<file path="config.mk">
export PLATFORM = sky130hd
export DESIGN_NAME = sjt_tap
export DESIGN_NICKNAME = d
export VERILOG_FILES = /design/src/logic/sjt_pkg.sv /design/src/logic/sjt_buf_if.sv /design/src/logic/sjt_buf2.sv /design/src/logic/sjt_tap.sv
export SDC_FILE = /design/constraint.sdc
export NUM_CORES = 1
export LEC_CHECK = 0
export BUFFER_PORTS_ARGS = -buffer_cell sky130_fd_sc_hd__buf_2
export CORE_UTILIZATION = 30
export DETAILED_ROUTE_END_ITERATION = 6
export MAX_ROUTING_LAYER = met4
export SETUP_SLACK_MARGIN = 0.05
export SYNTH_ARGS = -nofsm -noshare
export SYNTH_HDL_FRONTEND = slang
export SYNTH_SLANG_ARGS = --single-unit
export TNS_END_PERCENT = 50
</file>
<file path="constraint.sdc">
create_clock -name clk_i -period 6.7 [get_ports clk_i]
set_clock_uncertainty 0.1 [all_clocks]
set_input_delay 0 -clock clk_i [delete_from_list [all_inputs] [get_ports clk_i]]
set_output_delay 0 -clock clk_i [all_outputs]
set_load 0.01 [all_outputs]
</file>
<file path="src/logic/sjt_pkg.sv">
// shared constants and types of the scan test access port
`default_nettype none
package sjt_pkg;
  localparam int BSR_W = 107;
  localparam int OCELL_IDX = 47;
  localparam int IR_W = 3;
  localparam int ID_W = 32;
  localparam int TMS_RESET_RISES = 5;
  // instruction codes
  localparam logic [2:0] INS_EXTEST = 3'h0;
  localparam logic [2:0] INS_IDCODE = 3'h1;
  localparam logic [2:0] INS_HIGHZ = 3'h2;
  localparam logic [2:0] INS_SAMPLE = 3'h4;
  localparam logic [2:0] INS_BYPASS = 3'h7;
  localparam logic [2:0] IR_CAPTURE = 3'h1;
  // identification word fields, values arbitrary
  localparam logic [2:0] ID_REVISION = 3'h0;
  localparam logic [16:0] ID_PART = 17'h00001;
  localparam logic [10:0] ID_VENDOR = 11'h001;
  localparam logic ID_PRESENT = 1'h1;
  localparam logic [31:0] ID_VALUE =
    {ID_REVISION, ID_PART, ID_VENDOR, ID_PRESENT};
  localparam logic OCELL_RESET = 1'h1;
  localparam logic BYPASS_CAPTURE = 1'h0;
  typedef enum logic [15:0] {
    ST_TLR   = 16'h0001,
    ST_RTI   = 16'h0002,
    ST_SELDR = 16'h0004,
    ST_CAPDR = 16'h0008,
    ST_SDR   = 16'h0010,
    ST_EX1DR = 16'h0020,
    ST_PDR   = 16'h0040,
    ST_EX2DR = 16'h0080,
    ST_UPDR  = 16'h0100,
    ST_SELIR = 16'h0200,
    ST_CAPIR = 16'h0400,
    ST_SIR   = 16'h0800,
    ST_EX1IR = 16'h1000,
    ST_PIR   = 16'h2000,
    ST_EX2IR = 16'h4000,
    ST_UPIR  = 16'h8000
  } sjt_state_t;
endpackage
`default_nettype wire

</file>
<file path="src/logic/sjt_buf_if.sv">
// valid/ready carrier between the scan core and its update buffer
`timescale 1ns/10ps
`default_nettype none
interface sjt_buf_if;
  import sjt_pkg::*;
  logic wr_valid;
  logic wr_ready;
  logic [BSR_W-1:0] wr_data;
  logic rd_valid;
  logic rd_ready;
  logic [BSR_W-1:0] rd_data;
  modport fifo (input wr_valid, input wr_data, input rd_ready,
                output wr_ready, output rd_valid, output rd_data);
  modport user (output wr_valid, output wr_data, output rd_ready,
                input wr_ready, input rd_valid, input rd_data);
endinterface
`default_nettype wire

</file>
<file path="src/logic/sjt_buf2.sv">
// two-entry buffer for boundary update words
`timescale 1ns/10ps
`default_nettype none
module sjt_buf2
  import sjt_pkg::*;
(
  input wire logic clk_i,
  input wire logic rst_i,
  input wire logic ce_i,
  sjt_buf_if.fifo bus
);
  logic [BSR_W-1:0] mem [2];
  logic wr_ptr;
  logic rd_ptr;
  logic [1:0] count;
  wire do_wr = bus.wr_valid && bus.wr_ready;
  wire do_rd = bus.rd_valid && bus.rd_ready;
  assign bus.wr_ready = (count != 2'h2);
  assign bus.rd_valid = (count != 2'h0);
  assign bus.rd_data = mem[rd_ptr];
  always_ff @(posedge clk_i) begin
    if (ce_i && do_wr) begin
      mem[wr_ptr] <= bus.wr_data;
    end
  end
  always_ff @(posedge clk_i) begin
    if (rst_i) begin
      wr_ptr <= 1'h0;
      rd_ptr <= 1'h0;
      count <= 2'h0;
    end else if (ce_i) begin
      if (do_wr) begin
        wr_ptr <= ~wr_ptr;
      end
      if (do_rd) begin
        rd_ptr <= ~rd_ptr;
      end
      count <= count + {1'h0, do_wr} - {1'h0, do_rd};
    end
  end
endmodule
`default_nettype wire

</file>
<file path="src/logic/sjt_tap.sv">
// boundary scan test access port of the burst memory
`timescale 1ns/10ps
`default_nettype none
module sjt_tap
  import sjt_pkg::*;
(
  input wire logic clk_i,
  input wire logic rst_i,
  input wire logic ce_i,
  input wire logic tck_i,
  input wire logic tms_i,
  input wire logic tdi_i,
  output logic tdo_o,
  output logic tdo_oe_n_o,
  input wire logic [BSR_W-1:0] pin_state_i,
  output logic [BSR_W-1:0] bsr_out_data_o,
  output logic bsr_out_valid_o,
  input wire logic bsr_out_ready_i,
  output logic bsr_upd_ready_o,
  output logic extest_o,
  output logic output_bus_hiz_o
);
  ////////////////////////////////////////////////////////////////////////
  // link sampling: tck is just another asynchronous input
  logic tck_s1;
  logic tck_s2;
  logic tck_d;
  logic tms_s1;
  logic tms_s2;
  logic tdi_s1;
  logic tdi_s2;
  logic [BSR_W-1:0] pin_s1;
  logic [BSR_W-1:0] pin_s2;
  always_ff @(posedge clk_i) begin
    if (rst_i) begin
      tck_s1 <= 1'h0;
      tck_s2 <= 1'h0;
      tck_d <= 1'h0;
      tms_s1 <= 1'h1;
      tms_s2 <= 1'h1;
      tdi_s1 <= 1'h1;
      tdi_s2 <= 1'h1;
    end else if (ce_i) begin
      tck_s1 <= tck_i;
      tck_s2 <= tck_s1;
      tck_d <= tck_s2;
      tms_s1 <= tms_i;
      tms_s2 <= tms_s1;
      tdi_s1 <= tdi_i;
      tdi_s2 <= tdi_s1;
    end
  end
  // pin states change far faster than tck; a capture may catch a transition
  always_ff @(posedge clk_i) begin
    if (ce_i) begin
      pin_s1 <= pin_state_i;
      pin_s2 <= pin_s1;
    end
  end
  wire tck_rise = ce_i && tck_s2 && !tck_d;
  wire tck_fall = ce_i && !tck_s2 && tck_d;

  ////////////////////////////////////////////////////////////////////////
  // controller state machine
  sjt_state_t state;
  sjt_state_t next_state;
  always_comb begin
    case (state)
      ST_TLR: next_state = tms_s2 ? ST_TLR : ST_RTI;
      ST_RTI: next_state = tms_s2 ? ST_SELDR : ST_RTI;
      ST_SELDR: next_state = tms_s2 ? ST_SELIR : ST_CAPDR;
      ST_CAPDR: next_state = tms_s2 ? ST_EX1DR : ST_SDR;
      ST_SDR: next_state = tms_s2 ? ST_EX1DR : ST_SDR;
      ST_EX1DR: next_state = tms_s2 ? ST_UPDR : ST_PDR;
      ST_PDR: next_state = tms_s2 ? ST_EX2DR : ST_PDR;
      ST_EX2DR: next_state = tms_s2 ? ST_UPDR : ST_SDR;
      ST_UPDR: next_state = tms_s2 ? ST_SELDR : ST_RTI;
      ST_SELIR: next_state = tms_s2 ? ST_TLR : ST_CAPIR;
      ST_CAPIR: next_state = tms_s2 ? ST_EX1IR : ST_SIR;
      ST_SIR: next_state = tms_s2 ? ST_EX1IR : ST_SIR;
      ST_EX1IR: next_state = tms_s2 ? ST_UPIR : ST_PIR;
      ST_PIR: next_state = tms_s2 ? ST_EX2IR : ST_PIR;
      ST_EX2IR: next_state = tms_s2 ? ST_UPIR : ST_SIR;
      ST_UPIR: next_state = tms_s2 ? ST_SELDR : ST_RTI;
      default: next_state = ST_TLR;
    endcase
  end
  // five tms-high rises reach reset from any state
  always_ff @(posedge clk_i) begin
    if (rst_i) begin
      state <= ST_TLR;
    end else if (tck_rise) begin
      state <= next_state;
    end
  end
  wire in_tlr = (state == ST_TLR);
  wire step = tck_rise;

  ////////////////////////////////////////////////////////////////////////
  // instruction register
  logic [IR_W-1:0] ir_sh;
  logic [IR_W-1:0] ir;
  always_ff @(posedge clk_i) begin
    if (rst_i) begin
      ir_sh <= IR_CAPTURE;
    end else if (step && state == ST_CAPIR) begin
      // fixed 01 pattern for path checking
      ir_sh <= IR_CAPTURE;
    end else if (step && state == ST_SIR) begin
      ir_sh <= {tdi_s2, ir_sh[IR_W-1:1]};
    end
  end
  always_ff @(posedge clk_i) begin
    if (rst_i) begin
      ir <= INS_IDCODE;
    end else if (ce_i && in_tlr) begin
      ir <= INS_IDCODE;
    end else if (step && state == ST_UPIR) begin
      ir <= ir_sh;
    end
  end
  // decode; reserved codes fall back to bypass
  // reserved codes are the controller's to avoid
  wire ins_extest = (ir == INS_EXTEST);
  wire ins_highz = (ir == INS_HIGHZ);
  wire ins_id = (ir == INS_IDCODE);
  wire sel_bsr = ins_extest || ins_highz || (ir == INS_SAMPLE);

  ////////////////////////////////////////////////////////////////////////
  // data registers
  logic [BSR_W-1:0] bsr;
  logic [ID_W-1:0] id_sh;
  logic byp;
  wire cap_dr = step && state == ST_CAPDR;
  wire sh_dr = step && state == ST_SDR;
  // msb from tdi, lsb toward tdo
  always_ff @(posedge clk_i) begin
    if (cap_dr && sel_bsr) begin
      bsr <= pin_s2;
    end else if (sh_dr && sel_bsr) begin
      bsr <= {tdi_s2, bsr[BSR_W-1:1]};
    end
  end
  always_ff @(posedge clk_i) begin
    if (cap_dr && ins_id) begin
      id_sh <= ID_VALUE;
    end else if (sh_dr && ins_id) begin
      id_sh <= {tdi_s2, id_sh[ID_W-1:1]};
    end
  end
  always_ff @(posedge clk_i) begin
    if (rst_i) begin
      byp <= BYPASS_CAPTURE;
    end else if (cap_dr && !sel_bsr && !ins_id) begin
      byp <= BYPASS_CAPTURE;
    end else if (sh_dr && !sel_bsr && !ins_id) begin
      byp <= tdi_s2;
    end
  end

  ////////////////////////////////////////////////////////////////////////
  // update path: latched parallel outputs through a two-entry buffer
  sjt_buf_if ubuf ();
  wire upd_dr = step && state == ST_UPDR && sel_bsr;
  // shifted pattern goes to the latched outputs at update-dr
  // a word arriving while the buffer is full is refused; watch upd_ready
  assign ubuf.wr_valid = upd_dr;
  assign ubuf.wr_data = bsr;
  assign ubuf.rd_ready = bsr_out_ready_i;
  assign bsr_out_valid_o = ubuf.rd_valid;
  assign bsr_out_data_o = ubuf.rd_data;
  assign bsr_upd_ready_o = ubuf.wr_ready;
  sjt_buf2 u_buf (
    .clk_i(clk_i),
    .rst_i(rst_i),
    .ce_i(ce_i),
    .bus(ubuf.fifo)
  );
  logic ocell;
  always_ff @(posedge clk_i) begin
    if (rst_i) begin
      ocell <= OCELL_RESET;
    end else if (ce_i && in_tlr) begin
      ocell <= OCELL_RESET;
    end else if (upd_dr) begin
      ocell <= bsr[OCELL_IDX];
    end
  end
  wire next_hiz = ins_highz || (ins_extest && !ocell);
  always_ff @(posedge clk_i) begin
    if (rst_i) begin
      output_bus_hiz_o <= 1'h0;
      extest_o <= 1'h0;
    end else if (ce_i) begin
      output_bus_hiz_o <= next_hiz;
      extest_o <= ins_extest;
    end
  end

  ////////////////////////////////////////////////////////////////////////
  // serial output, changed on the tck falling edge only
  // one register on the path
  wire dr_lsb = sel_bsr ? bsr[0] : (ins_id ? id_sh[0] : byp);
  wire next_tdo = (state == ST_SIR) ? ir_sh[0] : dr_lsb;
  wire shifting = (state == ST_SIR) || (state == ST_SDR);
  always_ff @(posedge clk_i) begin
    if (rst_i) begin
      tdo_o <= 1'h0;
      tdo_oe_n_o <= 1'h1;
    end else if (tck_fall) begin
      tdo_o <= next_tdo;
      tdo_oe_n_o <= !shifting;
    end
  end

  ////////////////////////////////////////////////////////////////////////
  // checks
  logic [2:0] tms_hi_cnt;
  always_ff @(posedge clk_i) begin
    if (rst_i) begin
      tms_hi_cnt <= 3'h0;
    end else if (tck_rise) begin
      if (!tms_s2) begin
        tms_hi_cnt <= 3'h0;
      end else if (tms_hi_cnt != 3'h7) begin
        tms_hi_cnt <= tms_hi_cnt + 3'h1;
      end
    end
  end
endmodule
`default_nettype wire
</file>
* After elaboration in Yosys (flattened, before gate mapping) *
Memories as Yosys holds them, arrays and structs flattened. A register that Yosys moved wholly into a read port is not among the register bits.
Index checks and enable logic that the tools add are counted.

word-level totals
  register bits after elaboration = 392
  memory bits (writable) = 214
  input port bits = 114
  output and inout port bits = 113
  logic and storage cells = 115
  memories kept = 1

cells by class
  add/subtract/negate cells = 2
  eq/ne operators = 20
  muxes and demuxes = 22
  bitwise gates (word level) = 2
  reductions and logical operators = 45

memories
  name       words  bits a word  read ports  clocked after Yosys merged registers in  write ports  RTL line        source
  u_buf.mem  2      107          1           1                                        1            sjt_buf2.sv:12  logic [BSR_W-1:0] mem [2];

operator list
  cell                    count
  $mux W107               2
  $pmux W16 S12           1
  $mux W16                2
  $logic_and A1 B1 Y1     24
  $mux W9                 2
  $eq A16 B1 Y1 const B   1
  $eq A16 B10 Y1 const B  1
  $eq A16 B11 Y1 const B  1
  $eq A16 B12 Y1 const B  1
  $eq A16 B13 Y1 const B  1
  $eq A16 B14 Y1 const B  1
  $eq A16 B15 Y1 const B  1
  $eq A16 B16 Y1 const B  1
  $eq A16 B2 Y1 const B   1
  $eq A16 B3 Y1 const B   1
  $eq A16 B4 Y1 const B   1
  $eq A16 B5 Y1 const B   1
  $eq A16 B6 Y1 const B   1
  $eq A16 B7 Y1 const B   1
  $eq A16 B8 Y1 const B   1
  $eq A16 B9 Y1 const B   1
  $mux W15                1
  $mux W13                1
  $mux W11                1
  other kinds (20)        41

* Depth between registers and ports, before layout *
Gate-level depths: netlist of the first run.

  depth in word-level cells = 8
  mapped depth = 9
  depth with buffers taken out = 9

* By module *
A second synthesis of the first run with hierarchy kept.

second synthesis, totals
  cells, all modules = 1,136
  area total of the unflattened synthesis = 22,110.0 µm²

by module, submodules not included
  module    times used  cells an instance  area each (µm²)  seq. area each (µm²)
  sjt_tap   1           773                14,015.9         10,980.5
  sjt_buf2  1           363                8,094.0          6,526.3

* Worst setup path before layout of the first run *
No wires, ideal clock.

  path type = register to register
  start point = register state[1]
  end point = memory u_buf.mem[0][0], enable pin
  setup time = 0.587 ns
  data arrival time = 6.508 ns
  data required time = 6.013 ns
  slack = -0.495 ns
  cell stages (with the launch flop) = 6
  path buffers = 1
  period minus slack after synthesis = 7.195 ns
  cell sequence = dfxtp_1 > clkbuf_1 > nor4_1 > nand4_1 > nor4b_2 > nor2b_1

on the way
  cells in the longest elaborated chain, start to end = 7

RTL lines
  element                            RTL line        source
  start: declaration                 sjt_tap.sv:65   sjt_state_t state;
  start signal: assignment           sjt_tap.sv:93   state <= next_state;
  $eq A16 B9 Y1                      sjt_tap.sv:164  wire upd_dr = step && state == ST_UPDR && sel_bsr;
  $logic_and A1 B1 Y1 (2 in series)  sjt_tap.sv:164
  $logic_and A1 B1 Y1                sjt_buf2.sv:16  wire do_wr = bus.wr_valid && bus.wr_ready;
  $logic_and A1 B1 Y1                sjt_buf2.sv:22  if (ce_i && do_wr) begin
  $mux W1                            sjt_buf2.sv:22
  $mux W1 (not written as such)      sjt_buf2.sv:23  mem[wr_ptr] <= bus.wr_data;
  end: declaration                   sjt_buf2.sv:12

No other way between the ends.

* Final worst setup path of the first run *
  start point = register state[1]
  end point = memory u_buf.mem[0][47], enable pin

The elaborated chain is that of the path after synthesis.

==> impl_metrics.ini, run 1 <==
[setup_path]
worstPathArrival_ps = 4220
crit_required_ps = 6820
crit_slowest_cell = nor2b_4
path_cells = nor4_1, nand4_1, nor4b_2, nor2b_4, buf_12
cp-start-kind = flip-flop
r2r-end = u_buf.mem[0][47]
slowest_delay_ps = 840
r2r_setup_slack_ps = 2600
worstSetupPathDepth = 5
crit_fanout = 78
r2r-start = state[1]
path_class = reg2reg
startpoint = state[1]
path_buf_inv = 1
endpoint = u_buf.mem[0][47]
end_kind = flip-flop
cp_top_family = simple AND/OR/NAND/NOR gates
r2r.worst_path.cells = 5

[layout]
finalInstanceArea_um2 = 28200
final_layout_size_suffix_gt1_share_pct = 32.0
syn_to_final_growth_pct = 28.4
num-nets-final = 1704
fill_cells = 6485
fin_cells = 2592

[floorplanning]
fp.coreArea_um2 = 72000
pin_count = 227
die-area_um2 = 74300
row_count = 98
die_x_um = 273
die_y_um = 273
start_util_pct = 30.5

[outcome]
status = complete, no violations

[detailed_routing]
drtIter0Drc = 757
via_per_inst = 4.40
vias = 11400
routed_wl_um = 44600
drc = 0
dr.pass1.iters = 6
wl_per_cell_um = 17.2
ant_nets = 0

[global_routing]
grt_pass1_wl_um = 67400
grt_max_degree = 159
grt_use_total_pct = 12.3
overflow = 0
antenna_found_initial = 4
first_global_vias = 11700

[place]
dp_hpwl_um = 25800
io_buffers = 226
dp_cells = 2281
gp_congestion = 0.805
place_area_um2 = 24200

[timing]
worst_pin_slew_ps = 1040
setup_viol = 0
period_needed_ps = 4100
hold_viol = 0
timing.final.crit_share_pct = 61.1
rsz0062_at_grt = false
relSlewSlack_pct = 30.8
tns_ps = 0
slew_viol_final = 0
holdWs_ps = 27.1
max_freq_mhz = 244

[logic_synthesis]
yosys.area.top_type = edfxtp_1
synthCells = 1145
synthesis.nets = 1261
synth_common_cells = edfxtp_1, mux2_2, dfxtp_1
ys_seq_elements = 607
synth_top_area_share_pct = 73.2
synth_area_um2 = 22000
yosysSeqAreaShare_pct = 79.7
synth_cell_types = 55
synth_enable_flop_cells = 535
synth_area_leaders = edfxtp_1, mux2_2, dfxtp_1
synth_ff_type = edfxtp_1
synth.most_common_cell = edfxtp_1
ys_warn_count = 0
syn_area_per_cell_um2 = 19.2
synthArstFlopShare_pct = 0

[cts]
cts.sinks = 607
post_cts_resized = 0
cts_tree = done
worstSkewPairLatency_ps = 600
cts_setup_buffers = 0
htree_levels = 3
cts_buffer_depth = 3
cts_root_buf = clkbuf_16
numCtsBuffers = 66
cts.clk_slew.worst_paths_ps = 60

[pwr]
cellPowerDensity_nw_per_um2 = 281
p_leak_uw = 0.00873
ir_drop_v = 0.000290

[min_path]
hold_class = in2reg

[job]
cap_violations = 0
-- per-stage QoR --
step | worst slack [ps] | utilization (%) | total power, uW
finish | 2600 | 39.2 | 7910
global route | 2340 | 39.2 | 8180
CTS | 2710 | 39.2 | 8020
detailed placement | 2690 | 33.6 | 4390
global placement | 2770 | 33.6 | 4380
floorplan | 390 | - | 4300
-- state kept, by name (all words and copies together), names as in the netlist, 2 cells and up, named ones only --
name         cells
pin_s1         107
u_buf.mem      214
ir               3
ir_sh            3
state           16
id_sh           32
bsr            107
pin_s2         107
u_buf.count      2
-- cell usage in the layout, fill, tap and decap left out, drive strengths merged, types with 10 or more instances in the layout --
cell type | netlist | layout
dfxtp | 72 | 72
edfxtp | 535 | 535
mux2i | 43 | 43
buf | 20 | 237
nand4 | 11 | 11
o21ai | 11 | 11
nand2 | 19 | 19
mux2 | 214 | 214
clkbuf | 31 | 92
clkinv | 0 | 19
dlygate4sd3 | 0 | 189
a21oi | 17 | 17
nand3 | 10 | 10
nor2 | 67 | 67
-- power breakdown --
part | total (uW) | switching (uW) | internal [uW] | leakage [uW]
combinational | 171 | 67.7 | 104 | 0.00276
sequential | 4230 | 29.6 | 4200 | 0.00496
clock | 3520 | 1470 | 2050 | 0.00101
total | 7910 | 1560 | 6350 | 0.00873
-- kinds of logic (layout without fill, tap and decap cells) --
| logic type | Yosys count | in the layout | synth area share [%] |
|---|---|---|---|
| flops | 607 | 607 | 79.7 |
| mux | 257 | 257 | 12.9 |
| simple gates | 163 | 163 | 3.99 |
| buf+inv | 53 | 547 | 1.23 |
| compound gates | 50 | 50 | 1.49 |
| xor+xnor | 12 | 12 | 0.479 |
| fa+ha+maj | 3 | 3 | 0.160 |
| other cells | 0 | 3 | 0 |
-- final cells by class --
cell class / count / area [um^2] / share of cell area [%]
clock buffer: 92 / 1790 / 6.35
antenna: 3 / 7.51 / 0.0266
multi-input combinational: 485 / 4200 / 14.9
timing repair buffer: 426 / 3150 / 11.2
clock inverter: 27 / 333 / 1.18
tap: 950 / 1190 / 4.22
sequential: 607 / 17500 / 62.1
inverter: 2 / 7.51 / 0.0266
-- worst register-to-register path: stages (launching register included) --
cell,delay (ps)
dfxtp_1,400
nor4_1,800
nand4_1,360
nor4b_2,590
nor2b_4,840
buf_12,430
-- worst min-delay path by stage --
stage / start / end / slack, ps / depth (start not counted)
after floorplan: pin_state_i[0] / pin_s1[0] / -1 / 0
final: pin_state_i[99] / pin_s1[99] / 30 / 2
after detailed placement: pin_state_i[103] / pin_s1[103] / 80 / 1
after global placement: pin_state_i[85] / pin_s1[85] / 80 / 1
after global routing: pin_state_i[63] / pin_s1[63] / 4 / 2
after CTS: pin_state_i[93] / pin_s1[93] / 0.4 / 2
-- layer usage --
metal | share of wire [%] | GRT usage (%)
met4 | 2.4 | 4.29
met1 | 44 | 15.1
met5 | 0 | -
met3 | 4.8 | 2.64
met2 | 49 | 20.0
-- repair_timing --
item	4_1_cts	5_1_grt
endpoints found under the hold margin	201	0
endpoints found under the setup margin	0	0
hold buffers	189	0
No activity file was read; power rests on OpenSTA's default activity.
==> inputs of run 2 (changes only) <==
==> constraint.sdc (replaced) <==
create_clock -name clk_i -period 3.7 [get_ports clk_i]
set_clock_uncertainty 0.1 [all_clocks]
set_input_delay 0 -clock clk_i [delete_from_list [all_inputs] [get_ports clk_i]]
set_output_delay 0 -clock clk_i [all_outputs]
set_load 0.01 [all_outputs]
==> run 2 against run 1 <==
Against the previous run: first-iteration DRC count grew 9.9%; routed wire length is essentially flat; sequential share of layout area up 0.13 points; worst setup slack worse by 2100 ps; sequential power grew 81%; critical path depth rose by 1; highest routed layer unchanged; total power is 86% higher; die area unchanged.
==> impl_metrics.ini, run 2 (same netlist as run 1, synthesis figures left out) <==
[outcome]
status = complete, no violations

[floorplanning]
pin_count = 227
row_count = 98
die_x_um = 273
die_y_um = 273
start_util_pct = 30.5
fp.coreArea_um2 = 72000
die-area_um2 = 74300

[timing]
tns_ps = 0
timing.final.crit_share_pct = 87.1
setup_viol = 0
period_needed_ps = 3220
worst_pin_slew_ps = 951
rsz0062_at_grt = false
setup_slack_ps = 477
relSlewSlack_pct = 36.6
slew_viol_final = 0
max_freq_mhz = 310
hold_viol = 0

[detailed_routing]
wl_per_cell_um = 17.4
drc = 0
dr.pass1.iters = 5
ant_nets = 0
drtIter0Drc = 832
via_per_inst = 4.39
vias = 11200
routed_wl_um = 44600

[global_routing]
grt_pass1_wl_um = 67600
grt_use_total_pct = 12.3
overflow = 0
antenna_found_initial = 0
first_global_vias = 11400
grt_max_degree = 70

[setup_path]
crit_slowest_cell = a211oi_4
crit_required_ps = 3920
path_buf_inv = 1
worstPathArrival_ps = 3440
path_cells = nor4_4, nand4_1, or2_1, a211oi_4, buf_12, mux2_2
path_class = reg2reg
cp-start-kind = flip-flop
crit_fanout = 40
slowest_delay_ps = 570
end_kind = flip-flop
cp_top_family = simple AND/OR/NAND/NOR gates

[layout]
final_common_cell = edfxtp_1
largest_register_ffs = 214
final_layout_size_suffix_gt1_share_pct = 34.1
num-nets-final = 1678
antenna_cells = 0
top_register = u_buf.mem
layout_common_cells = edfxtp_1, buf_2, mux2_2
syn_to_final_growth_pct = 28.1
fill_cells = 6478

[pwr]
ir_drop_v = 0.000349
cellPowerDensity_nw_per_um2 = 522
p_leak_uw = 0.00875

[place]
gp_congestion = 0.772
dp_hpwl_um = 27500
dpl_worst_slack_ps = 512
io_buffers = 226

[cts]
cts_buffer_depth = 3
cts.clk_slew.worst_paths_ps = 60
numCtsBuffers = 69
post_cts_resized = 0
cts.sinks = 607
cts_root_buf = clkbuf_16
worstSkewPairLatency_ps = 580
cts_tree = done
htree_levels = 3
cts_setup_buffers = 0

[min_path]
hold_class = in2reg

[job]
cap_violations = 0
-- run 2: what timing repair did --
item	CTS	global route
setup endpoints to repair	0	0
hold endpoints to repair	154	0
hold buffers	147	0
-- run 2: report_power, final --
| group | leakage [uW] | internal [uW] | switching (uW) | total [uW] |
|---|---|---|---|---|
| registers | 0.00496 | 7600 | 52.6 | 7650 |
| clock network | 0.00111 | 4120 | 2640 | 6750 |
| logic | 0.00269 | 159 | 123 | 282 |
| total | 0.00875 | 11900 | 2810 | 14700 |
-- run 2: final cells by class --
class | instances | area [um^2] | share of cell area, %
timing repair buffer | 397 | 2930 | 10.4
tap | 950 | 1190 | 4.23
multi-input combinational | 485 | 4230 | 15.0
sequential | 607 | 17500 | 62.2
clock buffer | 84 | 1890 | 6.71
clock inverter | 37 | 375 | 1.33
inverter | 2 | 7.51 | 0.0267
-- run 2: final timing paths --
path                    from    endpoint  slack, ps  cells past startpoint
max                state[14]     bsr[66]        480                      6
min          pin_state_i[57]  pin_s1[57]         50                      2
min reg2reg       pin_s1[84]  pin_s2[84]        310                      0
max reg2reg        state[14]     bsr[66]        480                      6
-- run 2: metal layers --
metal  GRT usage [%]  part of all wire [%]  vias to the layer above
li1                -                     -                     5283
met1            15.4                    44                     5571
met2            19.8                    49                      290
met3            2.54                   4.4                       93
met4            4.33                   2.8                        0
met5               -                     0                        -
-- run 2: metrics by stage --
stage,utilization (%),instance area [um^2],std cells,hold WS (ps),power (uW)
3_3_place_gp,33.9,24400,2294,76.0,7950
5_1_grt,39.1,28100,2562,1.56,15200
2_1_floorplan,-,22000,1145,-1.13,7800
6_report,39.1,28100,2562,46.6,14700
3_5_place_dp,33.9,24400,2294,78.1,7950
4_1_cts,39.1,28100,2562,0.851,14900
==> inputs of run 3 (changes only) <==
==> constraint.sdc (replaced) <==
create_clock -name clk_i -period 3.7 [get_ports clk_i]
set_clock_uncertainty 0.1 [all_clocks]
set_input_delay 0 -clock clk_i [delete_from_list [all_inputs] [get_ports clk_i]]
set_output_delay 0 -clock clk_i [all_outputs]
set_load 0.02 [all_outputs]
==> run 3 against run 2 <==
Against the previous run: non-clock buffer count up 13; die area unchanged; maximum frequency up 1.0%; register-to-register slack better by 30 ps; largest cell class unchanged.
==> impl_metrics.ini, run 3 (same netlist as run 1, synthesis figures left out) <==
[layout]
top_register = u_buf.mem
syn_to_final_growth_pct = 29.0
num-nets-final = 1690
final_common_cell = edfxtp_1
layout_common_cells = edfxtp_1, buf_2, mux2_2
largest_register_ffs = 214
fill_cells = 6423
final_layout_size_suffix_gt1_share_pct = 33.9
finalInstanceArea_um2 = 28300

[floorplanning]
die_x_um = 273
pin_count = 227
fp.coreArea_um2 = 72000
die_y_um = 273
die-area_um2 = 74300
row_count = 98
start_util_pct = 30.5

[timing]
slew_viol_final = 0
timing.final.crit_share_pct = 86.2
relSlewSlack_pct = 40.6
worst_pin_slew_ps = 891
setup_viol = 0
rsz0062_at_grt = false
hold_viol = 0
tns_ps = 0
max_freq_mhz = 314
period_needed_ps = 3190

[setup_path]
slowest_delay_ps = 600
r2r_setup_slack_ps = 510
path_class = reg2reg
end_kind = flip-flop
worstPathArrival_ps = 3420
cp-start-kind = flip-flop
r2r-start = state[14]
startpoint = state[14]
crit_slowest_cell = a211oi_4
path_cells = nor4_4, nand4_1, or2_1, a211oi_4, buf_12, mux2_2
crit_fanout = 40
crit_required_ps = 3930

[place]
dp_hpwl_um = 27300
place_area_um2 = 24400
io_buffers = 226
gp_congestion = 0.774

[detailed_routing]
drc = 0
vias = 11300
wl_per_cell_um = 17.2
routed_wl_um = 44300
drtIter0Drc = 686
via_per_inst = 4.37
ant_nets = 0
dr.pass1.iters = 5

[pwr]
cellPowerDensity_nw_per_um2 = 524
ir_drop_v = 0.000350
p_leak_uw = 0.00883

[job]
cap_violations = 0

[global_routing]
first_global_vias = 11500
overflow = 0
grt_pass1_wl_um = 67000
grt_use_total_pct = 12.2
grt_max_degree = 70
antenna_found_initial = 1

[min_path]
min_from = pin_state_i[90]
hold_class = in2reg

[cts]
worstSkewPairLatency_ps = 590
cts_tree = done
numCtsBuffers = 68
cts_setup_buffers = 0
cts_root_buf = clkbuf_16
cts_buffer_depth = 3
cts.sinks = 607
htree_levels = 3
cts.clk_slew.worst_paths_ps = 60

[outcome]
status = complete, no violations
-- run 3: cell types whose count changed in the layout (fill, tap and decap cells not counted) --
cell           change
buf_12             +1
clkinv_8           +1
clkinv_1           -3
dlygate4sd3_1     +14
clkinv_2           -3
bufinv_16          +1
diode_2            +1
inv_6              +3
buf_4              -2
clkbuf_1           +3
-- run 3: report_power, final --
part           internal, uW  switching (uW)
Combinational           169             125
Clock                  4210            2680
Sequential             7600            52.7
Total                 12000            2860
-- run 3: critical path, delay by kind of cell, from the launching register on --
kind / cells / cell delay, ps
AND/OR/NAND/NOR: 3 / 1070
multiplexers: 1 / 380
flip-flops: 1 / 400
buffers and inverters: 1 / 300
AO/OA/AOI/OAI: 1 / 600
-- run 3: metrics by stage --
step                      utilization, %  instances  total power, uW  setup WS (ps)  hold slack (ps)
after floorplan                        -       1145             7800           31.5            -1.13
after global placement              33.9       2293             7950            613             76.0
after detailed placement            33.9       2293             7950            561             78.1
after CTS                           39.4       2577            15100            543             1.56
after global routing                39.4       2577            15300            309             15.3
final                               39.4       2578            14800            511             46.9
-- run 3: final timing paths --
kind	to	cells past startpoint
setup / recovery	bsr[66]	6
hold / removal	pin_s1[90]	2
setup reg to reg	bsr[66]	6
hold reg to reg	pin_s2[15]	0
-- run 3: cell type report --
cell class / instances / area [um^2] / share of cell area (%)
Antenna cell: 1 / 2.50 / 0.00883
Clock buffer: 87 / 1900 / 6.70
Clock inverter: 36 / 422 / 1.49
Inverter: 2 / 7.51 / 0.0265
Multi-Input combinational cell: 485 / 4230 / 14.9
Sequential cell: 607 / 17500 / 61.8
Tap cell: 950 / 1190 / 4.19
Timing Repair Buffer: 410 / 3080 / 10.9
-- run 3: what timing repair did --
| action | in CTS | in global routing |
|---|---|---|
| resized for setup | 0 | 0 |
| endpoints found under the hold margin | 154 | 0 |
| hold buffers | 161 | 0 |
-- run 3: layer usage --
| metal | wire length (um) | track usage (%) | share of wire (%) |
|---|---|---|---|
| met5 | 0 | - | 0 |
| met4 | 1170 | 4.63 | 2.6 |
| met3 | 1860 | 2.18 | 4.2 |
| met2 | 21800 | 19.9 | 49 |
| met1 | 19500 | 15.2 | 44 |
